### src/logic/cbd_defs.svh
// Purpose: Named addresses, field positions and reset values for the bus control block.
// Assumes: Included by bare name from the design files.
// Notes: Definitions only.
`ifndef CBD_DEFS_SVH
`define CBD_DEFS_SVH

// ****************************************
// I/O decode fields
// ****************************************
`define CBD_IO_BLK_MSB 15
`define CBD_IO_BLK_LSB 7
`define CBD_IO_SUB_MSB 6
`define CBD_IO_SUB_LSB 3
`define CBD_BLK_ZERO 9'h000
`define CBD_BLK_ONE 9'h001
`define CBD_BLK_FOUR 9'h004
`define CBD_BLK_SIX 9'h006
`define CBD_BLK_SEVEN 9'h007
`define CBD_SUB_INTC 4'h4
`define CBD_SUB_TIMER 4'h8
`define CBD_SUB_PPI 4'hc
`define CBD_SUB_NMI 4'h4
`define CBD_SUB_SOUND 4'h8
`define CBD_SUB_JOY 4'h0
`define CBD_SUB_PRINT 4'hf
`define CBD_SUB_FLOPPY 4'he
`define CBD_FLOPPY_GRP_MSB 6
`define CBD_FLOPPY_GRP_LSB 4
`define CBD_FLOPPY_GRP 3'h7

// ****************************************
// Memory decode fields
// ****************************************
`define CBD_MEM_TOP_MSB 19
`define CBD_MEM_TOP_LSB 15
`define CBD_HG_PATTERN 5'h13
`define CBD_VS_MSB 19
`define CBD_VS_LSB 17
`define CBD_VS_PATTERN 3'h0
`define CBD_MC_NONE 3'h0
`define CBD_ROM_MSB 19
`define CBD_ROM_LSB 13
`define CBD_ROM0_PATTERN 7'h6f
`define CBD_ROM1_PATTERN 7'h7e

// ****************************************
// Enable port
// ****************************************
`define CBD_NMI_PORT_ADDR 16'h00a0
`define CBD_NMI_EN_BIT 7
`define CBD_NMI_EN_RESET 1'b0

`endif

### src/logic/cbd_pkg.sv
// Purpose: Types shared by the bus control block.
// Assumes: Status encoding is {memory-or-I/O, transmit-or-receive, status zero}.
// Notes: Values of the cycle kind are the raw status patterns.
package cbd_pkg;

  typedef enum logic [2:0] {
    CBD_CYC_CODE = 3'h0,
    CBD_CYC_MEM_RD = 3'h1,
    CBD_CYC_MEM_WR = 3'h2,
    CBD_CYC_PASSIVE = 3'h3,
    CBD_CYC_INTA = 3'h4,
    CBD_CYC_IO_RD = 3'h5,
    CBD_CYC_IO_WR = 3'h6,
    CBD_CYC_HALT = 3'h7
  } cbd_cycle_t;

endpackage

### src/logic/cbd_top.sv
// Purpose: Processor bus timing, strobe synthesis, chip select decode and interrupt gating.
// Assumes: clk_sys at 50 MHz is much faster than the processor clock, which is sampled.
// Notes: Address, refresh and memory config are decoded directly; control pins pass the synchroniser, but the system latch strobe gates the raw pins.
// Notes on behaviour
// - Bus cycle runs T1, T2, T3, wait, T4.
// - Four timing pulses are flip-flops on processor clock.
// - First pulse sets at T1 rise, clears next rise.
// - Second pulse sets T1 fall, clears on ready with fourth.
// - Third pulse sets T2 rise, clears after second drops.
// - Fourth pulse sets T2 fall, clears after third drops.
// - First pulse one clock; others stretch with waits.
// - Buffer enable stays off for interrupt controller select.
// - System latch strobe blocked during hold acknowledge.
// - Strobes need no hold, second pulse, status.
// - I/O blocks decoded from address bits 15..7.
// - Block zero selects controller, timer, peripheral interface.
// - Block one selects enable port and sound.
// - Joystick, printer, floppy selects from blocks 4,6,7.
// - High graphics select for non-refresh memory accesses.
// - ROM selects only on non-refresh memory reads.
// - Memory select combines video, graphics, both ROMs.
// - Video select for low reads with no memory config, or graphics.
// - Eight maskable requests merged with software mask, priority.
// - Request lines fixed: timer through printer, 2-4 bus.
// - Bus NMI passes only while enable bit set.
// - Reset clears the NMI enable bit.
// - Each I/O cycle raises one-wait pulse.
// - Ready takes rising then falling processor edge.
`timescale 1ns/100ps
`include "cbd_defs.svh"
module cbd_top (
  // Clock and reset
  input wire logic clk_sys,
  input wire logic rst,
  // Processor side
  input wire logic processorClock,
  input wire logic cpuLatchStrobe,
  input wire logic holdAcknowledge,
  input wire logic memOrIoStatus,
  input wire logic transferDirectionStatus,
  input wire logic cycleStatusZero,
  input wire logic [19:0] busAddr,
  input wire logic [7:0] busDataIn,
  input wire logic refreshCycleN,
  input wire logic memConfigBitA,
  input wire logic memConfigBitB,
  input wire logic memConfigBitC,
  // Ready and interrupts from the system bus
  input wire logic sharedReady,
  input wire logic busNmi,
  input wire logic [7:0] irqLines,
  input wire logic [7:0] irqMask,
  input wire logic [2:0] irqTopPriority,
  // Timing and strobes
  output logic systemLatchStrobe,
  output logic dataBufferEnableN,
  output logic ioReadStrobeN,
  output logic ioWriteStrobeN,
  output logic memReadStrobeN,
  output logic memWriteStrobeN,
  output logic ioWaitPulse,
  output logic syncedReady,
  output logic [3:0] timingPulses,
  // I/O selects
  output logic ioBlockZeroSelN,
  output logic ioBlockOneSelN,
  output logic ioBlockFourSelN,
  output logic ioBlockSixSelN,
  output logic ioBlockSevenSelN,
  output logic irqCtrlSelectN,
  output logic intervalTimerSelectN,
  output logic periphIfaceSelectN,
  output logic nmiPortSelectN,
  output logic soundGenSelectN,
  output logic joystickSelectN,
  output logic printerSelectN,
  output logic floppySelectN,
  output logic ioTransceiverEnableN,
  // Memory selects
  output logic highGraphicsSelectN,
  output logic romZeroSelectN,
  output logic romOneSelectN,
  output logic videoSystemMemSelectN,
  output logic memorySelectN,
  // Interrupts to the processor
  output logic cpuIrq,
  output logic [2:0] irqHighest,
  output logic cpuNmi,
  output logic nmiEnable
);

  // ****************************************
  // Input synchronisation
  // ****************************************
  localparam int SYNC_W = 16;
  logic [SYNC_W-1:0] syncIn;
  logic [SYNC_W-1:0] syncOut;
  logic pclk;
  logic latchS;
  logic holdS;
  logic readyS;
  logic nmiS;
  logic [7:0] irqS;
  cbd_pkg::cbd_cycle_t cycleKind;

  // Status bits sit so that the cycle kind reads {memory-or-I/O, direction, status zero}.
  assign syncIn = {irqLines, busNmi, sharedReady, memOrIoStatus, transferDirectionStatus,
                   cycleStatusZero, holdAcknowledge, cpuLatchStrobe, processorClock};

  cbd_sync3 #(
    .WIDTH(SYNC_W),
    .INIT(16'h0000)
  ) u_sync (
    .clk_sys(clk_sys),
    .rst(rst),
    .din(syncIn),
    .dout(syncOut)
  );

  assign pclk = syncOut[0];
  assign latchS = syncOut[1];
  assign holdS = syncOut[2];
  assign cycleKind = cbd_pkg::cbd_cycle_t'(syncOut[5:3]);
  assign readyS = syncOut[6];
  assign nmiS = syncOut[7];
  assign irqS = syncOut[15:8];

  // ****************************************
  // Processor clock edges
  // ****************************************
  logic pclkPrev;
  logic pclkRise;
  logic pclkFall;

  always_ff @(posedge clk_sys or posedge rst) begin
    if (rst) begin
      pclkPrev <= 1'b0;
    end else begin
      pclkPrev <= pclk;
    end
  end

  assign pclkRise = pclk & ~pclkPrev;
  assign pclkFall = ~pclk & pclkPrev;

  // ****************************************
  // Timing pulses
  // ****************************************
  // Each pulse moves only on its own processor clock edge, so every half clock of
  // T1 and T2 is a distinct combination of the four.
  logic pulseA;
  logic pulseB;
  logic pulseC;
  logic pulseD;

  always_ff @(posedge clk_sys or posedge rst) begin
    if (rst) begin
      pulseA <= 1'b0;
    end else if (pclkRise) begin
      pulseA <= latchS;
    end
  end

  always_ff @(posedge clk_sys or posedge rst) begin
    if (rst) begin
      pulseB <= 1'b0;
    end else if (pclkFall) begin
      if (pulseA) begin
        pulseB <= 1'b1;
      end else if (syncedReady && pulseD) begin
        pulseB <= 1'b0;
      end
    end
  end

  always_ff @(posedge clk_sys or posedge rst) begin
    if (rst) begin
      pulseC <= 1'b0;
    end else if (pclkRise) begin
      if (pulseB) begin
        pulseC <= 1'b1;
      end else begin
        pulseC <= 1'b0;
      end
    end
  end

  always_ff @(posedge clk_sys or posedge rst) begin
    if (rst) begin
      pulseD <= 1'b0;
    end else if (pclkFall) begin
      pulseD <= pulseC;
    end
  end

  assign timingPulses = {pulseD, pulseC, pulseB, pulseA};

  // ****************************************
  // Strobe synthesis
  // ****************************************
  logic ioRd;
  logic ioWr;
  logic memRd;
  logic memWr;
  logic granted;

  assign granted = ~holdS;
  // Code fetches are memory reads too, so the memory read ignores status zero.
  assign ioRd = granted & pulseB & (cycleKind == cbd_pkg::CBD_CYC_IO_RD);
  assign ioWr = granted & pulseB & (cycleKind == cbd_pkg::CBD_CYC_IO_WR);
  assign memRd = granted & pulseB & ((cycleKind == cbd_pkg::CBD_CYC_MEM_RD) ||
                                     (cycleKind == cbd_pkg::CBD_CYC_CODE));
  assign memWr = granted & pulseB & (cycleKind == cbd_pkg::CBD_CYC_MEM_WR);

  assign ioReadStrobeN = ~ioRd;
  assign ioWriteStrobeN = ~ioWr;
  assign memReadStrobeN = ~memRd;
  assign memWriteStrobeN = ~memWr;
  assign systemLatchStrobe = ~holdAcknowledge & cpuLatchStrobe;

  // Read data is driven late in the cycle, write data as soon as the strobe opens.
  assign dataBufferEnableN = ~(granted & irqCtrlSelectN &
                               (((ioRd | memRd) & pulseC) | ioWr | memWr));

  // ****************************************
  // Ready synchroniser
  // ****************************************
  logic readyStage;

  assign ioWaitPulse = granted & pulseA & ((cycleKind == cbd_pkg::CBD_CYC_IO_RD) ||
                                           (cycleKind == cbd_pkg::CBD_CYC_IO_WR));

  // Sampling at the rise that ends T1 while the wait pulse is high costs exactly one wait.
  always_ff @(posedge clk_sys or posedge rst) begin
    if (rst) begin
      readyStage <= 1'b0;
    end else if (pclkRise) begin
      readyStage <= readyS & ~ioWaitPulse;
    end
  end

  always_ff @(posedge clk_sys or posedge rst) begin
    if (rst) begin
      syncedReady <= 1'b0;
    end else if (pclkFall) begin
      syncedReady <= readyStage;
    end
  end

  // ****************************************
  // I/O decode
  // ****************************************
  logic [8:0] ioBlk;
  logic [3:0] ioSub;
  logic blk0;
  logic blk1;
  logic blk7;

  assign ioBlk = busAddr[`CBD_IO_BLK_MSB:`CBD_IO_BLK_LSB];
  assign ioSub = busAddr[`CBD_IO_SUB_MSB:`CBD_IO_SUB_LSB];
  assign blk0 = (ioBlk == `CBD_BLK_ZERO);
  assign blk1 = (ioBlk == `CBD_BLK_ONE);
  assign blk7 = (ioBlk == `CBD_BLK_SEVEN);

  assign ioBlockZeroSelN = ~blk0;
  assign ioBlockOneSelN = ~blk1;
  assign ioBlockFourSelN = ~(ioBlk == `CBD_BLK_FOUR);
  assign ioBlockSixSelN = ~(ioBlk == `CBD_BLK_SIX);
  assign ioBlockSevenSelN = ~blk7;

  assign irqCtrlSelectN = ~(blk0 && ioSub == `CBD_SUB_INTC);
  assign intervalTimerSelectN = ~(blk0 && ioSub == `CBD_SUB_TIMER);
  assign periphIfaceSelectN = ~(blk0 && ioSub == `CBD_SUB_PPI);
  assign nmiPortSelectN = ~(blk1 && ioSub == `CBD_SUB_NMI);
  assign soundGenSelectN = ~(blk1 && ioSub == `CBD_SUB_SOUND);
  assign joystickSelectN = ~(!ioBlockFourSelN && ioSub == `CBD_SUB_JOY);
  assign printerSelectN = ~(!ioBlockSixSelN && ioSub == `CBD_SUB_PRINT);
  assign floppySelectN = ~(blk7 && ioSub == `CBD_SUB_FLOPPY);

  // The interrupt controller sits on the local bus and never opens the I/O transceiver.
  assign ioTransceiverEnableN = intervalTimerSelectN & periphIfaceSelectN & nmiPortSelectN &
                                soundGenSelectN & printerSelectN & floppySelectN &
                                ~(blk7 && busAddr[`CBD_FLOPPY_GRP_MSB:`CBD_FLOPPY_GRP_LSB] ==
                                  `CBD_FLOPPY_GRP);

  // ****************************************
  // Memory decode
  // ****************************************
  logic hgSel;
  logic rom0Sel;
  logic rom1Sel;
  logic vsSel;
  logic [2:0] memCfg;

  assign memCfg = {memConfigBitC, memConfigBitB, memConfigBitA};
  assign hgSel = refreshCycleN & (memRd | memWr) &
                 (busAddr[`CBD_MEM_TOP_MSB:`CBD_MEM_TOP_LSB] == `CBD_HG_PATTERN);
  assign rom0Sel = refreshCycleN & memRd &
                   (busAddr[`CBD_ROM_MSB:`CBD_ROM_LSB] == `CBD_ROM0_PATTERN);
  assign rom1Sel = refreshCycleN & memRd &
                   (busAddr[`CBD_ROM_MSB:`CBD_ROM_LSB] == `CBD_ROM1_PATTERN);
  assign vsSel = (refreshCycleN & memRd & (memCfg == `CBD_MC_NONE) &
                  (busAddr[`CBD_VS_MSB:`CBD_VS_LSB] == `CBD_VS_PATTERN)) | hgSel;

  assign highGraphicsSelectN = ~hgSel;
  assign romZeroSelectN = ~rom0Sel;
  assign romOneSelectN = ~rom1Sel;
  assign videoSystemMemSelectN = ~vsSel;
  assign memorySelectN = ~(vsSel | hgSel | rom0Sel | rom1Sel);

  // ****************************************
  // Maskable interrupt merge
  // ****************************************
  // Line n is request n: timer, keyboard, three bus lines, vertical sync, floppy, printer.
  logic [7:0] irqPending;
  logic irqAny;
  logic [2:0] irqPick;

  assign irqPending = irqS & ~irqMask;
  assign irqAny = |irqPending;

  // Search starts at the software-chosen top line and rotates upward through the line numbers, wrapping after 7.
  always_comb begin
    logic [2:0] idx;
    irqPick = irqTopPriority;
    idx = 3'h0;
    for (int k = 7; k >= 0; k--) begin
      idx = irqTopPriority + 3'(k);
      if (irqPending[idx]) begin
        irqPick = idx;
      end
    end
  end

  always_ff @(posedge clk_sys or posedge rst) begin
    if (rst) begin
      cpuIrq <= 1'b0;
      irqHighest <= 3'h0;
    end else begin
      cpuIrq <= irqAny;
      irqHighest <= irqPick;
    end
  end

  // ****************************************
  // NMI enable port
  // ****************************************
  always_ff @(posedge clk_sys or posedge rst) begin
    if (rst) begin
      nmiEnable <= `CBD_NMI_EN_RESET;
    end else if (ioWr && !nmiPortSelectN) begin
      nmiEnable <= busDataIn[`CBD_NMI_EN_BIT];
    end
  end

  always_ff @(posedge clk_sys or posedge rst) begin
    if (rst) begin
      cpuNmi <= 1'b0;
    end else begin
      cpuNmi <= nmiS & nmiEnable;
    end
  end

  logic [1:0] risesInA;
  always_ff @(posedge clk_sys or posedge rst) begin
    if (rst) begin
      risesInA <= 2'h0;
    end else if (!pulseA) begin
      risesInA <= 2'h0;
    end else if (pclkRise && risesInA != 2'h3) begin
      risesInA <= risesInA + 2'h1;
    end
  end
endmodule

### src/logic/cbd_sync3.sv
// Purpose: Three-stage input synchroniser with agreement filter.
// Assumes: Inputs are asynchronous to clk_sys.
// Notes: The output follows once the second and third stages agree.
`timescale 1ns/100ps
module cbd_sync3 #(
  parameter int WIDTH = 1,
  parameter logic [WIDTH-1:0] INIT = '0
) (
  // Clock and reset
  input wire logic clk_sys,
  input wire logic rst,
  // Data
  input wire logic [WIDTH-1:0] din,
  output logic [WIDTH-1:0] dout
);

  logic [WIDTH-1:0] stage1;
  logic [WIDTH-1:0] stage2;
  logic [WIDTH-1:0] stage3;

  always_ff @(posedge clk_sys or posedge rst) begin
    if (rst) begin
      stage1 <= INIT;
      stage2 <= INIT;
      stage3 <= INIT;
    end else begin
      stage1 <= din;
      stage2 <= stage1;
      stage3 <= stage2;
    end
  end

  // A bit changes only when the two settled stages agree, so one glitch is never taken.
  always_ff @(posedge clk_sys or posedge rst) begin
    if (rst) begin
      dout <= INIT;
    end else begin
      dout <= (~(stage2 ^ stage3) & stage2) | ((stage2 ^ stage3) & dout);
    end
  end

endmodule

### config.mk
export PLATFORM = sky130hd
export DESIGN_NAME = cbd_top
export DESIGN_NICKNAME = d
export VERILOG_FILES = /design/src/logic/cbd_pkg.sv /design/src/logic/cbd_top.sv /design/src/logic/cbd_sync3.sv
export VERILOG_INCLUDE_DIRS = /design/src /design/src/logic
export SDC_FILE = /design/constraint.sdc
export NUM_CORES = 1
export LEC_CHECK = 0
export ABC_AREA = 1
export BUFFER_PORTS_ARGS = -buffer_cell sky130_fd_sc_hd__buf_2
export CORE_ASPECT_RATIO = 1.1
export CORE_MARGIN = 10
export CORE_UTILIZATION = 48
export CTS_BUF_LIST = sky130_fd_sc_hd__clkbuf_8
export DETAILED_ROUTE_END_ITERATION = 10
export PLACE_DENSITY = 0.82
export SLEW_MARGIN = 20
export SYNTH_ARGS = -nofsm -noshare
export SYNTH_HDL_FRONTEND = slang
export SYNTH_SLANG_ARGS = --single-unit
### constraint.sdc
create_clock -name clk_sys -period 2.3 [get_ports clk_sys]
set_input_delay 0.46 -clock clk_sys [delete_from_list [all_inputs] [get_ports clk_sys]]
set_output_delay 0.46 -clock clk_sys [all_outputs]
set_load 0.005 [all_outputs]
==> impl_metrics.tcl <==
set metrics [dict create \
    status "completed" \
    switching_share 0.280 \
    cts_sinks 77 \
    post_dp_cell_area_sq_um 3880 \
    grt.busiest_layer "met2" \
    drt-total-wl_microns 7260 \
    vdd_drop_max_mv 0.515 \
    final_antenna_net_count 0 \
    io_pins 98 \
    combPwrFrac 0.181 \
    drtPass1Iterations 5 \
    met2_usage 0.231 \
    grt_max_degree 43 \
    synth-simple-area-share 0.232 \
    netlist_area_sq_um 3340 \
    grt_pass1_wl_microns 12100 \
    numCtsBuffers 9 \
    cts.path.max_buffers 2 \
    crit_chain "inv_2 > nor4_2 > inv_1 > nor2_1 > inv_1 > nor4_1 > nand2b_1 > inv_1 > buf_2" \
    power_mw 3.13 \
    setup_violations 0 \
    die_w_microns 99.6 \
    clkTransAtPathRegs_ns 0.08 \
    final_cell_area_sq_um 4120 \
    synth_mux_area_frac 0.00337 \
    seq_power_share 0.498 \
    min_path_type "input port to register" \
    crit_fanout 3 \
    period_minus_slack_ns 2.22 \
    route.vias.total 2646 \
    layout_common_cells "buf_2, dfrtp_1, nand2_1" \
    antenna_found_initial 0 \
    path_class "register to primary output" \
    synth_xor_area_frac 0.0180 \
    hpwl_microns 5730 \
    cts_tree "done" \
    yosys.area_share.adder 0.0554 \
    slew_viol_final 0 \
    final_common_cell "buf_2" \
    htree_levels 3 \
    powerDensity_nw_per_um2 759 \
    cap_violations 0 \
    p_int_mw 2.25 \
    max_freq_mhz 450 \
    core_sq_um 6670 \
    critPathMaxStageDelay_ns 0.38 \
    worstPathArrival_ns 1.76 \
    period_share 0.966 \
    globalRouteMet3Util 0.0469 \
    start_util 0.501 \
    setup.worst_path.start_class "register" \
    yosysUniqueCellTypes 30 \
    rsz0062_at_grt "true" \
    r2r_slack_ns 0.76 \
    fillCellCount 575 \
    global_route.usage.met1 0.160 \
    multi_input_area_sq_um 1150 \
    crit_top_cell "inv_1" \
    die_h_microns 108 \
    die-area_sq_um 10700 \
    hold_viol_final 0 \
    grt_pass1_vias 2651 \
    clock_skew_ns 0.0100 \
    required_ns 1.84 \
    rows 31 \
    synth-seq-cells 77 \
    regArea_sq_um 1930 \
    synth_compound_area_frac 0.0311 \
    nNetsFinal 508 \
    power_leakage_nw 2.13 \
    drive_gt1_frac 0.312 \
    clkLatencyLatePin_ns 0.34 \
    hold_end "u_sync.stage1[13]" \
    gp_congestion 0.947 \
    synth-seq-area-share 0.577 \
    fin_util 0.618 \
    syn_inst 343 \
    drc_errors 0 \
    io_buffers 87 \
    tightest_slew_ns 0.763 \
    yosys_warnings 0 \
    clockRootBuffer "clkbuf_8" \
    grt_use_total 0.138 \
    power_frac_clock 0.322 \
    antenna_cells 0 \
    grt-ovfl-total 0 \
    via_per_inst 4.98 \
    area_growth_pct 23.4 \
    drt-wirelength-per-cell_microns 13.7 \
    cp_slowest_cell "dfrtp_1" \
    r2r-end "irqHighest[2]" \
    r2r_cells 15 \
    drt_iter0_markers 97 \
    net-switching-power_mw 0.876 \
    min_delay_path_depth 1 \
    slew_headroom 0.490 \
    syn_nets 406 \
    worstHoldStart "irqLines[5]" \
    synth_top_family_by_area "simple AND/OR/NAND/NOR gates" \
    avgSynthCellArea_sq_um 9.74 \
    crit_path_end_kind "primary output" \
]
==> critical path: cells and delay by family, from the launching register on <==
kind,cells,cell delay (ns)
buffers and inverters,5,0.40
and+or+nand+nor,4,0.65
DFF,1,0.38
==> layout make-up <==
type                            instances  area share
Multi-Input combinational cell        204       0.278
Tap cell                               82      0.0249
Sequential cell                        77       0.468
Clock buffer                           10      0.0334
Inverter                               55      0.0528
Timing Repair Buffer                   98       0.129
Clock inverter                          5      0.0146
==> power groups by stage <==
stage / clock (mW) / combinational [mW] / sequential [mW]
after detailed placement: 0 / 0.533 / 1.58
after CTS: 1.04 / 0.542 / 1.56
after global routing: 1.09 / 0.640 / 1.58
after global placement: 0 / 0.513 / 1.58
final: 1.01 / 0.565 / 1.56
after floorplan: 0 / 0.372 / 1.57
==> metrics by stage <==
stage | setup TNS [ns] | hold slack, ns | instances | setup WS, ns
after global placement | 0 | 0.331 | 512 | 0.213
final | 0 | 0.217 | 531 | 0.0775
after detailed placement | 0 | 0.337 | 512 | 0.163
after floorplan | 0 | 0.331 | 343 | 0.408
after global routing | -0.143 | 0.192 | 531 | -0.0753
after CTS | 0 | 0.199 | 528 | 0.0330
==> cells in the mapped netlist (all sizes together) <==
library cell | instances | area [sq um]
o22ai | 1 | 6.26
nand2b | 1 | 6.26
a31oi | 1 | 6.26
mux2 | 1 | 11.3
xnor2 | 2 | 32.5
o21ai | 3 | 15.0
maj3 | 16 | 160
nor2 | 16 | 60.1
o211ai | 1 | 7.51
buf | 7 | 63.8
a221oi | 2 | 17.5
a21oi | 7 | 42.5
nand3 | 60 | 335
nand4 | 3 | 18.8
nor3 | 8 | 40.0
nand2 | 72 | 275
a22o | 1 | 8.76
nand3b | 1 | 7.51
nor4 | 3 | 18.8
ha | 2 | 25.0
xor2 | 1 | 27.5
dfrtp | 77 | 1930
inv | 55 | 214
or4 | 2 | 15.0
==> worst max path at each step <==
stage / from / end / slack (ns) / depth (start not counted)
4_1_cts: register / memorySelectN / 0.03 / 8
5_1_grt: pulseB / memorySelectN / -0.08 / 10
3_3_place_gp: irqTopPriority[0] / irqHighest[0] / 0.21 / 16
3_5_place_dp: irqTopPriority[0] / irqHighest[0] / 0.16 / 16
2_1_floorplan: irqTopPriority[1] / irqHighest[0] / 0.41 / 16
6_report: pulseB / videoSystemMemSelectN / 0.08 / 9
==> cell families (layout without fill, tap and decap cells) <==
group / Yosys count / after routing
and+or+nand+nor: 166 / 166
DFF: 77 / 77
muxes: 1 / 1
AOI/OAI and AO/OA: 16 / 16
xor gates and xnor gates: 3 / 3
adders and majority gates: 18 / 18
buffers and inverters: 62 / 168
==> timing repair <==
item,4_1_cts,5_1_grt
pin swaps,0,4
buffers inserted,1,3
hold buffers,0,0
setup endpoints to repair,2,2
gates resized for setup,1,3
==> layer usage <==
layer	vias to the layer above	routed length (microns)
met5	-	0
met4	0	112
met3	12	498
met2	75	3610
met1	1241	3040
li1	1318	-
No activity file was read; power rests on OpenSTA's default activity.
